===== config.mk =====
export PLATFORM = sky130hd
export DESIGN_NAME = dpmc_ctrl
export DESIGN_NICKNAME = d
export VERILOG_FILES = /design/src/common/dpmc_pkg.sv /design/src/rtl/dpmc_ctrl.sv
export VERILOG_INCLUDE_DIRS = /design/src /design/src/common
export SDC_FILE = /design/constraint.sdc
export NUM_CORES = 1
export LEC_CHECK = 0
export BUFFER_PORTS_ARGS = -buffer_cell sky130_fd_sc_hd__buf_2
export CORE_UTILIZATION = 59
export DETAILED_ROUTE_END_ITERATION = 10
export PLACE_DENSITY_LB_ADDON = 0.15
export REMOVE_ABC_BUFFERS = 1
export SLEW_MARGIN = 20
export SYNTH_ARGS = -nofsm -noshare
export SYNTH_HDL_FRONTEND = slang
export SYNTH_SLANG_ARGS = --single-unit

===== constraint.sdc =====
create_clock -name CLOCK -period 4.4 [get_ports CLOCK]
set_input_delay 0.44 -clock CLOCK [delete_from_list [all_inputs] [get_ports CLOCK]]
set_output_delay 0.44 -clock CLOCK [all_outputs]
set_load 0.005 [all_outputs]

===== src/common/dpmc_cfg.svh =====
// Timing and field constants for the page-mode DRAM controller
`ifndef DPMC_CFG_SVH
`define DPMC_CFG_SVH
`define DPMC_CLK_MHZ 100
`define DPMC_REF_NS 9600
`define DPMC_REF_CYC ((`DPMC_REF_NS * `DPMC_CLK_MHZ) / 1000)
`define DPMC_RAS_MAX_NS 10000
`define DPMC_BANK_HI 21
`define DPMC_BANK_LO 20
`define DPMC_T_RD 4'h4
`define DPMC_T_WR 4'h3
`define DPMC_T_PW 4'h2
`define DPMC_T_REF 4'h4
`define DPMC_T_PRE 4'h1
`define DPMC_T_COL 4'h2
`define DPMC_T_CAS 4'h3
`define DPMC_T_BURST_END 4'hA
`define DPMC_T_BURST_ACK 4'h7
`define DPMC_CNT_ONE 4'h1
`define DPMC_CNT_ZERO 4'h0
`endif


===== src/common/dpmc_pkg.sv =====
// Types for the page-mode DRAM controller
package dpmc_pkg;
	typedef enum logic [3:0] {
		ST_RESET, ST_IDLE, ST_REFRESH, ST_READ, ST_BURST,
		ST_WRITE, ST_OPEN_IDLE, ST_PAGE_WRITE, ST_PRECHARGE
	} dpmc_state_t;
	typedef struct packed {
		logic [3:0] ras_n;
		logic [3:0] we_n;
		logic [3:0] cas_n;
		logic col_sel;
	} dpmc_dram_t;
endpackage


===== src/rtl/dpmc_ctrl.sv =====
// Page-mode DRAM controller state machine with refresh timer
`timescale 1ns/1ps
`include "dpmc_cfg.svh"

// Overview of operation
// - Timer requests refresh every 9.6 us
// - Refresh grant stalls timer until refresh done
// - Nine states timed by four-bit counter
// - Reset, one refresh, then idle
// - Select plus read or store starts access
// - Refresh wins; each waits for other's end
// - Refresh is always CAS-before-RAS
// - Idle: outputs off, counter stopped
// - Writes end in open-row idle, RAS held
// - Single read: ack and strobe at four
// - Burst strobes: first at four, then every two
// - Burst ack between second and third strobe
// - Burst holds RAS, pulses CAS four times
// - Store: ack after three cycles
// - Refresh keeps RAS low under 10 us
// - Address bits 21:20 select bank RAS, WE
// - CAS lanes follow byte enables on writes
// - Same-page store in open row: ack at two
// - Other access after open row precharges first
module dpmc_ctrl (
	// Clock and reset
	input wire logic CLOCK,
	input wire logic RST,
	// Processor bus
	input wire logic DRAM_SEL,
	input wire logic RD,
	input wire logic WR,
	input wire logic BURST,
	input wire logic SAME_PAGE_STORE_HINT,
	input wire logic [3:0] BYTE_EN,
	input wire logic [21:20] ADDR_BANK,
	output logic ACK,
	output logic READ_BUFFER_STROBE,
	// DRAM and data path
	output dpmc_pkg::dpmc_dram_t DRAM,
	output logic XCVR_EN,
	output logic XCVR_TO_CPU,
	// Refresh status
	output logic REF_GRANT
);
	// ----------------------------------------------------------------
	// Refresh timer
	// ----------------------------------------------------------------
	localparam logic [10:0] REF_LAST = 11'(`DPMC_REF_CYC - 1);
	logic [10:0] ref_cnt_q;
	logic ref_pend_q;
	logic ref_pulse;
	logic ref_done;
	dpmc_pkg::dpmc_state_t st_q, st_d;
	logic [3:0] cnt_q;

	assign ref_pulse = (ref_cnt_q == REF_LAST) && !ref_pend_q;
	assign ref_done = (st_q == dpmc_pkg::ST_REFRESH) && (cnt_q == `DPMC_T_REF);
	assign REF_GRANT = ref_pend_q;

	// Timer freezes while a grant is outstanding, so requests never stack
	always_ff @(posedge CLOCK) begin
		if (RST) begin
			ref_cnt_q <= 11'h000;
		end else if (!ref_pend_q) begin
			ref_cnt_q <= ref_pulse ? 11'h000 : ref_cnt_q + 11'h001;
		end
	end

	// Grant set wins over the clear of the serviced refresh
	always_ff @(posedge CLOCK) begin
		if (RST) begin
			ref_pend_q <= 1'b0;
		end else if (ref_pulse) begin
			ref_pend_q <= 1'b1;
		end else if (ref_done) begin
			ref_pend_q <= 1'b0;
		end
	end

	// ----------------------------------------------------------------
	// State decode
	// ----------------------------------------------------------------
	logic req_any, req_rd, req_wr, req_pw, cnt_run;
	logic [3:0] bank_dec;
	logic [3:0] rd_t;
	assign req_rd = DRAM_SEL && RD;
	assign req_wr = DRAM_SEL && WR;
	assign req_any = req_rd || req_wr;
	assign req_pw = req_wr && SAME_PAGE_STORE_HINT;
	assign cnt_run = (st_q != dpmc_pkg::ST_IDLE)
		&& (st_q != dpmc_pkg::ST_OPEN_IDLE);

	// Bank one-hot from address bits 21:20
	assign bank_dec = 4'h1 << ADDR_BANK;

	// Next state; refresh checked first in every idle state
	always_comb begin
		st_d = st_q;
		unique case (st_q)
			dpmc_pkg::ST_RESET: st_d = dpmc_pkg::ST_REFRESH;
			dpmc_pkg::ST_IDLE: begin
				if (ref_pend_q) st_d = dpmc_pkg::ST_REFRESH;
				else if (req_rd && BURST) st_d = dpmc_pkg::ST_BURST;
				else if (req_rd) st_d = dpmc_pkg::ST_READ;
				else if (req_wr) st_d = dpmc_pkg::ST_WRITE;
			end
			dpmc_pkg::ST_REFRESH:
				if (cnt_q == `DPMC_T_REF) st_d = dpmc_pkg::ST_IDLE;
			dpmc_pkg::ST_READ:
				if (cnt_q == `DPMC_T_RD) st_d = dpmc_pkg::ST_IDLE;
			dpmc_pkg::ST_BURST:
				if (cnt_q == `DPMC_T_BURST_END) st_d = dpmc_pkg::ST_IDLE;
			dpmc_pkg::ST_WRITE:
				if (cnt_q == `DPMC_T_WR) st_d = dpmc_pkg::ST_OPEN_IDLE;
			dpmc_pkg::ST_PAGE_WRITE:
				if (cnt_q == `DPMC_T_PW) st_d = dpmc_pkg::ST_OPEN_IDLE;
			dpmc_pkg::ST_OPEN_IDLE: begin
				if (ref_pend_q) st_d = dpmc_pkg::ST_PRECHARGE;
				else if (req_pw) st_d = dpmc_pkg::ST_PAGE_WRITE;
				else if (req_any) st_d = dpmc_pkg::ST_PRECHARGE;
			end
			dpmc_pkg::ST_PRECHARGE:
				if (cnt_q == `DPMC_T_PRE) st_d = dpmc_pkg::ST_IDLE;
			default: st_d = dpmc_pkg::ST_RESET;
		endcase
	end

	// State and timing counter; counter restarts on every state change
	always_ff @(posedge CLOCK) begin
		if (RST) begin
			st_q <= dpmc_pkg::ST_RESET;
			cnt_q <= `DPMC_CNT_ZERO;
		end else begin
			st_q <= st_d;
			cnt_q <= (st_d != st_q || !cnt_run) ? `DPMC_CNT_ONE
				: cnt_q + `DPMC_CNT_ONE;
		end
	end

	// Bank latch: held over open-row idle so the open bank stays selected
	logic [3:0] bank_q;
	always_ff @(posedge CLOCK) begin
		if (RST) bank_q <= 4'h0;
		else if (st_q == dpmc_pkg::ST_IDLE && req_any) bank_q <= bank_dec;
	end

	// ----------------------------------------------------------------
	// Output decode
	// ----------------------------------------------------------------
	logic in_rd, in_wr, in_ref, ras_on, cas_on, burst_stb, wr_cas;
	assign in_rd = (st_q == dpmc_pkg::ST_READ) || (st_q == dpmc_pkg::ST_BURST);
	assign in_wr = (st_q == dpmc_pkg::ST_WRITE)
		|| (st_q == dpmc_pkg::ST_PAGE_WRITE);
	assign in_ref = (st_q == dpmc_pkg::ST_REFRESH);
	// Refresh: CAS from cycle 1, RAS from cycle 2 (CBR)
	assign ras_on = (in_ref && cnt_q >= `DPMC_T_COL) || in_rd
		|| (st_q == dpmc_pkg::ST_WRITE) || (st_q == dpmc_pkg::ST_PAGE_WRITE)
		|| (st_q == dpmc_pkg::ST_OPEN_IDLE);
	// Burst strobes at counts 4,6,8,10
	assign burst_stb = (st_q == dpmc_pkg::ST_BURST) && cnt_q >= `DPMC_T_RD
		&& !cnt_q[0];
	assign wr_cas = ((st_q == dpmc_pkg::ST_WRITE) && cnt_q >= `DPMC_T_COL)
		|| (st_q == dpmc_pkg::ST_PAGE_WRITE);
	// CAS falls two cycles after RAS on reads, one on stores; column is already selected
	assign cas_on = (in_ref && cnt_q <= `DPMC_T_CAS)
		|| ((st_q == dpmc_pkg::ST_READ) && cnt_q >= `DPMC_T_CAS)
		|| ((st_q == dpmc_pkg::ST_BURST) && cnt_q >= `DPMC_T_CAS
		&& cnt_q[0] == 1'b1)
		|| wr_cas;

	// Combinational decode of the DRAM pins; idle drives all strobes high
	always_comb begin
		DRAM.ras_n = in_ref ? (ras_on ? 4'h0 : 4'hF)
			: (ras_on ? ~bank_q : 4'hF);
		DRAM.we_n = in_wr ? ~bank_q : 4'hF;
		DRAM.cas_n = cas_on ? (in_wr ? ~BYTE_EN : 4'h0) : 4'hF;
		// Page write strobes CAS at once, so the column is already selected
		DRAM.col_sel = ((in_rd || st_q == dpmc_pkg::ST_WRITE)
			&& cnt_q >= `DPMC_T_COL)
			|| (st_q == dpmc_pkg::ST_PAGE_WRITE);
	end

	assign READ_BUFFER_STROBE = ((st_q == dpmc_pkg::ST_READ)
		&& cnt_q == `DPMC_T_RD) || burst_stb;
	assign ACK = ((st_q == dpmc_pkg::ST_READ) && cnt_q == `DPMC_T_RD)
		|| ((st_q == dpmc_pkg::ST_BURST) && cnt_q == `DPMC_T_BURST_ACK)
		|| ((st_q == dpmc_pkg::ST_WRITE) && cnt_q == `DPMC_T_WR)
		|| ((st_q == dpmc_pkg::ST_PAGE_WRITE) && cnt_q == `DPMC_T_PW);
	assign XCVR_EN = in_rd || in_wr;
	assign XCVR_TO_CPU = in_rd;

	// ----------------------------------------------------------------
	// Assertions
	// ----------------------------------------------------------------
	a_reset_refresh: assert property (@(posedge CLOCK)
		$fell(RST) |-> ##1 st_q == dpmc_pkg::ST_REFRESH)
		else $error("no refresh after reset");
	a_idle_quiet: assert property (@(posedge CLOCK) disable iff (RST)
		st_q == dpmc_pkg::ST_IDLE |-> DRAM.ras_n == 4'hF && !ACK
		&& !XCVR_EN && DRAM.cas_n == 4'hF)
		else $error("idle outputs active");
	a_timer_stall: assert property (@(posedge CLOCK) disable iff (RST)
		ref_pend_q && $past(ref_pend_q) |-> $stable(ref_cnt_q))
		else $error("timer ran during grant");
	a_read_ack: assert property (@(posedge CLOCK) disable iff (RST)
		st_q == dpmc_pkg::ST_IDLE && !ref_pend_q && req_rd && !BURST
		|-> ##4 ACK && READ_BUFFER_STROBE)
		else $error("single read ack late");
	a_write_ack: assert property (@(posedge CLOCK) disable iff (RST)
		st_q == dpmc_pkg::ST_IDLE && !ref_pend_q && req_wr
		|-> ##3 ACK ##1 st_q == dpmc_pkg::ST_OPEN_IDLE)
		else $error("write ack wrong");
	a_page_ack: assert property (@(posedge CLOCK) disable iff (RST)
		st_q == dpmc_pkg::ST_OPEN_IDLE && !ref_pend_q && req_pw
		|-> ##2 ACK)
		else $error("page write ack wrong");
	a_burst_seq: assert property (@(posedge CLOCK) disable iff (RST)
		st_q == dpmc_pkg::ST_IDLE && !ref_pend_q && req_rd && BURST
		|-> ##4 READ_BUFFER_STROBE ##2 READ_BUFFER_STROBE
		##1 ACK ##1 READ_BUFFER_STROBE ##2 READ_BUFFER_STROBE)
		else $error("burst sequence wrong");
	a_open_ras: assert property (@(posedge CLOCK) disable iff (RST)
		st_q == dpmc_pkg::ST_OPEN_IDLE |-> DRAM.ras_n != 4'hF)
		else $error("row closed in open idle");
	a_precharge: assert property (@(posedge CLOCK) disable iff (RST)
		st_q == dpmc_pkg::ST_OPEN_IDLE && st_d == dpmc_pkg::ST_PRECHARGE
		|-> ##1 DRAM.ras_n == 4'hF)
		else $error("no precharge");
	a_ref_prio: assert property (@(posedge CLOCK) disable iff (RST)
		st_q == dpmc_pkg::ST_IDLE && ref_pend_q
		|-> ##1 st_q == dpmc_pkg::ST_REFRESH)
		else $error("refresh lost priority");
	a_cbr: assert property (@(posedge CLOCK) disable iff (RST)
		$rose(in_ref) |-> DRAM.cas_n == 4'h0 && DRAM.ras_n == 4'hF
		##1 DRAM.ras_n == 4'h0)
		else $error("refresh not CAS before RAS");
	a_col_before_cas: assert property (@(posedge CLOCK) disable iff (RST)
		cas_on && !in_ref |-> DRAM.col_sel)
		else $error("CAS with row address");

	c_burst: cover property (@(posedge CLOCK) st_q == dpmc_pkg::ST_BURST
		&& cnt_q == `DPMC_T_BURST_END);
	c_page: cover property (@(posedge CLOCK) st_q == dpmc_pkg::ST_PAGE_WRITE);
	c_refresh: cover property (@(posedge CLOCK) ref_done);
	c_pre: cover property (@(posedge CLOCK) st_q == dpmc_pkg::ST_PRECHARGE);
endmodule // dpmc_ctrl


After elaboration in Yosys (flattened, before gate mapping)
Index checks and enable logic that the tools add are counted.
Widths: inputs -> output; s select.

operators by class
  add/sub/neg operators = 2
  magnitude comparators = 4
  equal/unequal tests = 18
  shift-type cells = 1
  mux-type cells = 23
  bitwise operators = 2
  reduce and logical (&&, ||, !) cells = 47

operator list
  operator               count
  $mux 4                 18
  $pmux 4 s8             1
  $eq 4x3->1 const B     6
  $logic_and 1x1->1      21
  $logic_or 1x1->1       19
  $eq 4x2->1 const B     4
  $add 11x1->11 const B  1
  $eq 11x10->1 const B   1
  $mux 11                1
  $eq 4x1->1 const B     2
  $eq 4x4->1 const B     2
  $ge 4x2->1 const B     2
  $not 4->4              2
  $add 4x1->4 const B    1
  $ge 4x3->1 const B     1
  $le 4x2->1 const B     1
  $logic_not 4->1        1
  $ne 4x1->1 const B     1
  $ne 4x3->1 const B     1
  $ne 4x4->1             1
  $reduce_or 2->1        2
  $shl 1x2->4 const A    1
  $logic_not 1->1        3
  $mux 1                 3
  $reduce_bool 2->1      1

word-level totals
  register bits = 24
  input port bits = 13
  output and inout bits = 18

Logic depth before layout (Yosys ltp)
Gate-level depths: netlist of run 1.

  depth in word-level cells = 9
  mapped depth = 7
  mapped depth without buffers = 7

Least setup slack after synthesis of run 1
OpenSTA, ideal clock, no wires.

  kind = register to output
  from = reg cnt_q[1]
  to = out ACK
  arrival time = 1.397 ns
  path slack = 2.563 ns
  cell stages (with the launch flop) = 7
  cell sequence = dfxtp_1 > ha_1 > nand2_1 > or4_1 > o22ai_1 > nand2_1 > o21ai_0

between the ends
  word-level cells in the longest chain between the ends = 5

ends and longest elaborated chain
  item                                line              RTL
  start: declaration                  dpmc_ctrl.sv:55   logic [3:0] cnt_q;
  start signal: assignment            dpmc_ctrl.sv:133  cnt_q <= `DPMC_CNT_ZERO;
  start signal: assignment            dpmc_ctrl.sv:136  cnt_q <= (st_d != st_q || !cnt_run) ? `DPMC_CNT_ONE
  $eq 4x3->1 (no source line)         n/a
  $logic_and 1x1->1 (no source line)  n/a
  $logic_or 1x1->1 (2 in a row)       dpmc_ctrl.sv:186  assign ACK = ((st_q == dpmc_pkg::ST_READ) && cnt_q == `DPMC_T_RD)
  $logic_or 1x1->1 *                  dpmc_ctrl.sv:186
  end: declaration                    dpmc_ctrl.sv:37   output logic ACK,

Mark *: on every way between the ends. The rest lies on a longest branch, timed or not.

Final worst setup path of run 1
Ends and elaborated chain as after synthesis.

==> flow_summary_export.csv, run 1 <==
group,metric,value,unit
run_status,status,"finished clean",
final_layout,drive_above_1_share,19.4,%
cts,clk_pin_slew,0.12,ns
logic_synthesis,yosysWarnings,0,
drt,antenna_left,0,
global_route,gr-total-overflow,0,
logic_synthesis,synth_ff_type,"dfxtp_1",
drt,vias,1600,
cts,ctsHoldBuffers,0,
logic_synthesis,seq_area_frac_synth,28.7,%
timing,clock-skew-final,0.00386,ns
timing,period_share,58.2,%
floorplan,dieWidth,55.3,µm
cts,cts-root-buf,"clkbuf_4",
cts,worst_skew_pair.late_latency,0.31,ns
pwr,leakage,0.648,nW
cts,cts_tree,"yes",
job,drv_cap,0,
setup_path,critPathKind,"reg2out",
global_route,antenna_found_initial,0,
drt,remaining_drc_errors,0,
timing,finalHoldViolCount,0,
timing,fin_tns_setup,0,ns
floorplan,rows,18,
placed_design,post_dp_cell_area,1780,µm²
placed_design,dp_hpwl,2720,µm
logic_synthesis,synth_cell_type_count,52,
cts,cts_resized,0,
drt,dr.first_iter.drc_count,73,
logic_synthesis,avgSynthCellArea,7.82,µm²
cts,clock_sinks,24,
cts,post_cts.repair.setup_buffers,0,
logic_synthesis,synth_seq_cells,24,
cts,htreeDepth,1,
cts,cts_buffers,3,
placed_design,numPortBuffers,30,
setup_path,critPathArrivalTime,2.12,ns
global_route,grt.total_usage,24.5,%
setup_path,startpoint_type,"flop",
floorplan,start_util,65.2,%
timing,fin_crit,2.56,ns
logic_synthesis,synth_edf_count,0,
global_route,grt_pass1_vias,1431,
placed_design,gp_congestion,0.851,
timing,setup_violations,0,
logic_synthesis,syn_area,1670,µm²
drt,firstDrtPassIters,4,
global_route,grt_max_degree,23,
timing,rsz0062_at_grt,"false",
timing,fmax,391,MHz
final_layout,nFillCells,224,
final_layout,diodes,0,
drt,wl_per_cell,14.0,µm
pwr,peakVddDrop,0.000263,V
floorplan,core_area,2570,µm²
floorplan,ioPinCount,31,
setup_path,critPathMaxFanout,8,
logic_synthesis,async_flop_share,0,%
setup_path,required,3.96,ns
timing,maxSlewViolCount,0,
floorplan,dieArea,3050,µm²
timing,max_slew_margin,49.7,%
final_layout,syn2layout_area_growth,7.70,%
final_layout,fin_area,1800,µm²
drt,viasPerCell,6.11,
placed_design,post-place-ws,2.20,ns
timing,worst_slack,1.84,ns
cts,cts_buffer_depth,2,
timing,tightestPinTransition,0.754,ns
pwr,power.density,204,nW/µm²
logic_synthesis,synthCells,214,
final_layout,nets,252,
setup_path,crit_path_end_kind,"output port",
hold_path,hold_path.class,"in2reg",
drt,finalWirelength,3660,µm
floorplan,die_h,55.3,µm
global_route,grt_pass1_wl,6200,µm
area by class of cell:
type | count | area, µm² | area share (%)
Sequential cell | 24 | 480 | 26.6
Multi-Input combinational cell | 168 | 1090 | 60.2
Clock buffer | 3 | 22.5 | 1.25
Tap cell | 30 | 37.5 | 2.08
Timing Repair Buffer | 30 | 150 | 8.33
Inverter | 7 | 26.3 | 1.46
sequential cells by signal (all words and copies together) (netlist names):
signal     count
REF_GRANT      1
bank_q         4
cnt_q          4
ref_cnt_q     11
st_q           4
per-stage QoR:
step | utilization (%) | total power, mW | std cells | hold slack, ns
3_5_place_dp | 69.3 | 0.280 | 259 | 0.494
5_1_grt | 70.2 | 0.385 | 262 | 0.424
3_3_place_gp | 69.3 | 0.278 | 259 | 0.475
6_report | 70.2 | 0.367 | 262 | 0.424
4_1_cts | 70.2 | 0.369 | 262 | 0.426
2_1_floorplan | - | 0.260 | 199 | 0.454
final timing paths:
kind / startpoint / endpoint / slack (ns) / cells past startpoint
min: ADDR_BANK[21] / bank_q[3]$_SDFFE_PP0P_ / 0.42 / 3
min reg2reg: ref_cnt_q[1]$_SDFFE_PP0N_ / ref_cnt_q[1]$_SDFFE_PP0N_ / 0.51 / 2
max reg2reg: st_q[1]$_SDFF_PP0_ / cnt_q[1]$_SDFF_PP0_ / 2.28 / 5
max: cnt_q[1]$_SDFF_PP0_ / ACK / 1.84 / 7
cells in the mapped netlist, types with 4 or more instances:
master | count | area share, %
nand3_1 | 10 | 3.0
xor2_1 | 6 | 3.1
inv_1 | 6 | 1.3
a21o_1 | 5 | 2.2
nand2b_1 | 9 | 3.4
nor2_1 | 25 | 5.6
xnor2_1 | 5 | 2.6
o21ai_0 | 10 | 3.0
nand4_1 | 4 | 1.5
a21oi_1 | 9 | 2.7
a31oi_1 | 5 | 1.9
nand2_1 | 24 | 5.4
o211ai_1 | 4 | 1.8
buf_2 | 8 | 2.4
nor3_1 | 4 | 1.2
ha_1 | 5 | 3.7
nor2b_1 | 6 | 2.2
dfxtp_1 | 24 | 29
power breakdown:
group / internal [mW] / total [mW] / switching, mW
clock network: 0.0320 / 0.0912 / 0.0591
logic: 0.0210 / 0.0458 / 0.0248
registers: 0.222 / 0.230 / 0.00841
layout by cell type, fill, tap and decap left out, types with 6 or more instances in the layout:
| cell type | synthesis | final |
|---|---|---|
| a21oi_1 | 9 | 9 |
| buf_2 | 8 | 30 |
| dfxtp_1 | 24 | 24 |
| inv_1 | 6 | 6 |
| nand2_1 | 24 | 24 |
| nand2b_1 | 9 | 9 |
| nand3_1 | 10 | 10 |
| nor2_1 | 25 | 25 |
| nor2b_1 | 6 | 6 |
| o21ai_0 | 10 | 10 |
| xor2_1 | 6 | 6 |
cells by family after synthesis:
| family | share of synthesized area, % |
|---|---|
| AOI/OAI and AO/OA | 19.9 |
| xor gates and xnor gates | 5.75 |
| adders and majority gates | 3.74 |
| buffers and inverters | 6.43 |
| DFF | 28.7 |
| muxes | 1.79 |
| and+or+nand+nor | 33.7 |
metal layers:
layer	track usage, %	wire (µm)	share of wire (%)	vias to the layer above
met5	0	0	0	-
met4	10.4	48	1.3	0
met3	3.51	204	5.6	7
met2	41.0	1790	49	51
met1	31.3	1620	44	750
li1	-	-	-	792
worst max-delay path, stage by stage (launching register included):
cell	delay (ns)
dfxtp_1	0.50
ha_1	0.33
nand2_1	0.09
or4_1	0.44
o22ai_1	0.17
nand2_1	0.06
o21ai_0	0.09
buf_2	0.13
No activity file was read; power rests on OpenSTA's default activity.
==> run 2: changes to the inputs <==
--- a/config.mk
+++ b/config.mk
@@ -7,7 +7,7 @@
 export NUM_CORES = 1
 export LEC_CHECK = 0
 export BUFFER_PORTS_ARGS = -buffer_cell sky130_fd_sc_hd__buf_2
-export CORE_UTILIZATION = 59
+export CORE_UTILIZATION = 50
 export DETAILED_ROUTE_END_ITERATION = 10
 export PLACE_DENSITY_LB_ADDON = 0.15
 export REMOVE_ABC_BUFFERS = 1
==> constraint.sdc (replaced) <==
create_clock -name CLOCK -period 2.1 [get_ports CLOCK]
set_input_delay 0.21 -clock CLOCK [delete_from_list [all_inputs] [get_ports CLOCK]]
set_output_delay 0.21 -clock CLOCK [all_outputs]
set_load 0.005 [all_outputs]
==> flow_summary_export.csv, run 2 (synthesis results as in run 1) <==
group,metric,value,unit
cts,cts-root-buf,"clkbuf_4",
timing,fmax,498,MHz
timing,period_share,95.6,%
drt,firstDrtPassIters,6,
run_status,status,"finished clean",
global_route,grt_pass1_wl,6330,µm
drt,viasPerCell,5.56,
timing,fin_tns_setup,0,ns
cts,cts_tree,"yes",
final_layout,diodes,0,
placed_design,gp_congestion,0.929,
final_layout,multiInputGateArea,1130,µm²
floorplan,rows,20,
cts,cts_buffers,3,
floorplan,core_area,3100,µm²
cts,clk_pin_slew,0.13,ns
hold_path,hold_path.class,"in2reg",
global_route,gr-total-overflow,0,
timing,setup_violations,0,
pwr,peakVddDrop,0.000598,V
floorplan,die_h,59.9,µm
final_layout,drive_above_1_share,29.6,%
drt,dr.first_iter.drc_count,96,
setup_path,critPathKind,"reg2out",
placed_design,dp_hpwl,2860,µm
setup_path,critPathMaxFanout,6,
global_route,antenna_found_initial,0,
drt,finalWirelength,3850,µm
final_layout,nFillCells,289,
global_route,grt_max_degree,18,
cts,cts_buffer_depth,2,
floorplan,dieArea,3580,µm²
timing,rsz0062_at_grt,"false",
drt,wl_per_cell,13.4,µm
placed_design,numPortBuffers,30,
pwr,fin_total_pwr,918,µW
cts,worst_skew_pair.late_latency,0.32,ns
placed_design,post-place-ws,0.0901,ns
setup_path,startpoint_type,"flop",
final_layout,largest-register,"ref_cnt_q",
timing,clock-skew-final,0.0139,ns
floorplan,start_util,54.0,%
setup_path,crit_path_end_kind,"output port",
setup_path,critPathArrivalTime,1.80,ns
final_layout,seq_area,493,µm²
cts,ctsHoldBuffers,0,
final_layout,layout_commonest_cell,"buf_2",
drt,antenna_left,0,
global_route,grt.total_usage,23.3,%
job,drv_cap,0,
setup_path,required,1.89,ns
drt,vias,1597,
drt,remaining_drc_errors,0,
global_route,grt_pass1_vias,1386,
timing,max_slew_margin,69.6,%
floorplan,ioPinCount,31,
setup_path,r2r_slack,0.12,ns
timing,tightestPinTransition,0.456,ns
final_layout,nets,262,
timing,finalHoldViolCount,0,
timing,worst_slack,0.0923,ns
final_layout,final_cell_mix,"buf_2 (30), nor2_1 (25), nand2_1 (23)",
final_layout,syn2layout_area_growth,18.5,%
timing,maxSlewViolCount,0,
final_layout,final_util,64.0,%
floorplan,dieWidth,59.9,µm
pwr,leakage,0.725,nW
cts,clock_sinks,24,
timing,fin_crit,2.01,ns
cts,htreeDepth,1,
pwr,power.density,463,nW/µm²
final_layout,largest_reg_flops,11,
-- run 2: cell count changes in the layout (fill, tap and decap cells not counted), moves of 2 or more --
cell	before	now
dfxtp_4	0	2
buf_4	0	10
dfxtp_1	24	18
dfxtp_2	0	4
ha_1	5	3
-- run 2: repair_timing --
action	CTS	global route
pin swaps	1	3
gates resized for setup	10	9
buffers inserted	1	1
endpoints found under the hold margin	0	0
endpoints found under the setup margin	5	5
-- run 2: final timing paths --
kind                                              from                endpoint  cells past startpoint
worst max register to register     cnt_q[1]$_SDFF_PP0_     cnt_q[2]$_SDFF_PP0_                      8
worst min-delay path                     ADDR_BANK[21]  bank_q[3]$_SDFFE_PP0P_                      3
worst max-delay path               cnt_q[0]$_SDFF_PP0_                     ACK                      7
worst min register to register  bank_q[3]$_SDFFE_PP0P_  bank_q[3]$_SDFFE_PP0P_                      2
-- run 2: through the flow --
| step | hold slack (ns) | std cells | area [µm²] |
|---|---|---|---|
| after detailed placement | 0.486 | 281 | 1860 |
| after CTS | 0.167 | 286 | 1950 |
| after global placement | 0.488 | 281 | 1860 |
| final | 0.178 | 287 | 1980 |
| after global routing | 0.171 | 287 | 1980 |
| after floorplan | 0.279 | 199 | 1590 |
-- run 2: worst max-delay path: stages (launching register included) --
cell and delay, ns:
dfxtp_4 0.42, ha_4 0.16, nand2_2 0.05, or4_4 0.43, o22ai_2 0.16, nand2_1 0.06
o21ai_0 0.06, buf_2 0.13
-- run 2: power breakdown --
group / internal (mW) / switching [mW]
Sequential: 0.464 / 0.0150
Combinational: 0.0522 / 0.0593
Clock: 0.193 / 0.135
Total: 0.709 / 0.209
-- run 2: final cells by class --
cell class | instances | share of cell area (%)
clock buffers | 3 | 1.13
clock inverters | 1 | 1.51
inverters | 7 | 1.32
multi-input cells | 168 | 57.1
flip-flops and latches | 24 | 24.8
well taps | 44 | 2.77
repair buffers | 40 | 11.3
-- run 2: routing by layer --
layer / vias up / part of all wire [%] / global-route usage (%) / wire (µm)
met5: - / 0 / 0 / 0
met4: 0 / 1.5 / 7.64 / 57
met3: 7 / 3.1 / 3.03 / 120
met2: 35 / 46 / 36.0 / 1790
met1: 743 / 49 / 33.2 / 1890
li1: 812 / - / - / -
==> run 3: changes to the inputs <==
--- a/config.mk
+++ b/config.mk
@@ -10,6 +10,7 @@
 export CORE_UTILIZATION = 50
 export DETAILED_ROUTE_END_ITERATION = 10
 export PLACE_DENSITY_LB_ADDON = 0.15
+export RECOVER_POWER = 50
 export REMOVE_ABC_BUFFERS = 1
 export SLEW_MARGIN = 20
 export SYNTH_ARGS = -nofsm -noshare
==> flow_summary_export.csv, run 3 (synthesis results as in run 1) <==
group,metric,value,unit
run_status,status,"finished clean",
final_layout,final_cell_mix,"buf_2 (27), nor2_1 (25), nand2_1 (23)",
final_layout,nets,262,
pwr,p_sw,209,µW
final_layout,drive_above_1_share,27.2,%
cts,ctsHoldBuffers,0,
setup_path,cp_cell_sequence,"ha_4 -> nand2_2 -> or4_4 -> o22ai_2 -> nand2_1 -> o21ai_0 -> buf_2",
final_layout,multiInputGateArea,1120,µm²
drt,dr.first_iter.drc_count,101,
pwr,peakVddDrop,0.000598,V
timing,setup_violations,0,
setup_path,worst-path-stages,7,
placed_design,dp_hpwl,2860,µm
final_layout,syn2layout_area_growth,17.1,%
pwr,power.density,468,nW/µm²
drt,remaining_drc_errors,0,
setup_path,startpoint_type,"flop",
final_layout,largest-register,"ref_cnt_q",
global_route,grt_util_met2,36.0,%
setup_path,crit_buf_inv,1,
global_route,busiest_layer,"met2",
global_route,grt_use_met1,33.2,%
pwr,p_clk_share,35.8,%
global_route,grt.met3_usage,3.03,%
setup_path,critPathMaxFanout,6,
setup_path,r2r-start,"cnt_q[1]$_SDFF_PP0_",
drt,vias,1596,
setup_path,endpoint,"ACK",
global_route,grt_pass1_vias,1386,
drt,antenna_left,0,
setup_path,crit_start,"cnt_q[0]$_SDFF_PP0_",
final_layout,largest_reg_flops,11,
final_layout,diodes,0,
cts,cts-root-buf,"clkbuf_4",
cts,cts_buffers,3,
placed_design,numPortBuffers,30,
timing,maxSlewViolCount,0,
job,drv_cap,0,
timing,fmax,498,MHz
global_route,antenna_found_initial,0,
timing,fin_tns_setup,0,ns
hold_path,hold_path.class,"in2reg",
timing,max_slew_margin,55.3,%
final_layout,seq_area,493,µm²
hold_path,hold_depth,3,
floorplan,die_h,59.9,µm
pwr,pwr-share-seq,52.2,%
setup_path,slowest_stage,"or4_4",
drt,firstDrtPassIters,4,
setup_path,required,1.89,ns
timing,tightestPinTransition,0.665,ns
setup_path,critPathKind,"reg2out",
drt,wl_per_cell,13.4,µm
global_route,grt.total_usage,23.3,%
setup_path,critPathArrivalTime,1.80,ns
setup_path,crit_path_end_kind,"output port",
cts,clk_pin_slew,0.14,ns
setup_path,crit_path_max_incr_delay,0.43,ns
final_layout,final_util,63.2,%
final_layout,layout_commonest_cell,"buf_2",
timing,period_share,95.6,%
timing,clock-skew-final,0.0140,ns
setup_path,crit_family,"simple AND/OR/NAND/NOR gates",
drt,finalWirelength,3860,µm
pwr,intPower,708,µW
floorplan,rows,20,
cts,cts_tree,"yes",
cts,cts_buffer_depth,2,
floorplan,start_util,54.0,%
drt,viasPerCell,5.56,
final_layout,nFillCells,297,
floorplan,dieWidth,59.9,µm
setup_path,reg2reg_to,"cnt_q[2]$_SDFF_PP0_",
global_route,gr-total-overflow,0,
global_route,grt_max_degree,18,
setup_path,r2r_slack,0.13,ns
timing,fin_crit,2.01,ns
pwr,p_comb_share,11.9,%
cts,clock_sinks,24,
global_route,grt_pass1_wl,6330,µm
floorplan,ioPinCount,31,
pwr,leakage,0.702,nW
cts,worst_skew_pair.late_latency,0.32,ns
floorplan,dieArea,3580,µm²
timing,rsz0062_at_grt,"false",
placed_design,gp_congestion,0.929,
pwr,swShare,22.8,%
setup_path,reg2regPathDepth,8,
floorplan,core_area,3100,µm²
timing,finalHoldViolCount,0,
cts,htreeDepth,1,
[run 3: what timing repair did]
action / in CTS / in global routing
gates resized for setup: 10 / 9
setup endpoints to repair: 5 / 5
pin swaps: 1 / 3
setup buffers: 1 / 1
[run 3: metal layers]
| layer | part of all wire [%] | vias to the layer above |
|---|---|---|
| met3 | 2.9 | 7 |
| li1 | - | 812 |
| met1 | 49 | 745 |
| met5 | 0 | - |
| met2 | 46 | 32 |
| met4 | 1.5 | 0 |
[run 3: power by group through the flow]
stage	Sequential, mW	Clock [mW]	Combinational, mW
after floorplan	0.488	0	0.0580
final	0.479	0.328	0.109
after CTS	0.478	0.335	0.108
after detailed placement	0.489	0	0.102
after global placement	0.489	0	0.102
after global routing	0.480	0.348	0.122
[run 3: worst min path at each step]
stage	from	slack, ns	to
finish	ADDR_BANK[21]	0.18	bank_q[3]$_SDFFE_PP0P_
global route	ADDR_BANK[21]	0.17	bank_q[3]$_SDFFE_PP0P_
CTS	ADDR_BANK[21]	0.17	bank_q[3]$_SDFFE_PP0P_
detailed placement	bank_q[3]$_SDFFE_PP0P_	0.49	bank_q[3]$_SDFFE_PP0P_
global placement	ref_cnt_q[1]$_SDFFE_PP0N_	0.49	ref_cnt_q[1]$_SDFFE_PP0N_
floorplan	RST	0.28	cnt_q[2]$_SDFF_PP0_
[run 3: area by class of cell]
| class | count | area share, % |
|---|---|---|
| repair buffers | 40 | 10.9 |
| clock buffers | 3 | 1.15 |
| flip-flops and latches | 24 | 25.1 |
| multi-input cells | 168 | 57.1 |
| inverters | 7 | 1.34 |
| well taps | 44 | 2.81 |
| clock inverters | 1 | 1.53 |
[run 3: tightest hold or removal path, delay by kind of cell]
family	cells	cell delay, ns
buf+inv	1	0.12
simple gates	1	0.06
compound gates	1	0.06
[run 3: per-stage QoR]
stage | hold WS, ns | setup WS, ns | instance area [µm²] | power, mW | cells
global route | 0.171 | 0.00133 | 1960 | 0.951 | 287
global placement | 0.488 | 0.184 | 1860 | 0.591 | 281
detailed placement | 0.486 | 0.0901 | 1860 | 0.592 | 281
floorplan | 0.279 | 0.266 | 1590 | 0.546 | 199
CTS | 0.167 | 0.0284 | 1950 | 0.921 | 286
finish | 0.179 | 0.0916 | 1960 | 0.917 | 287
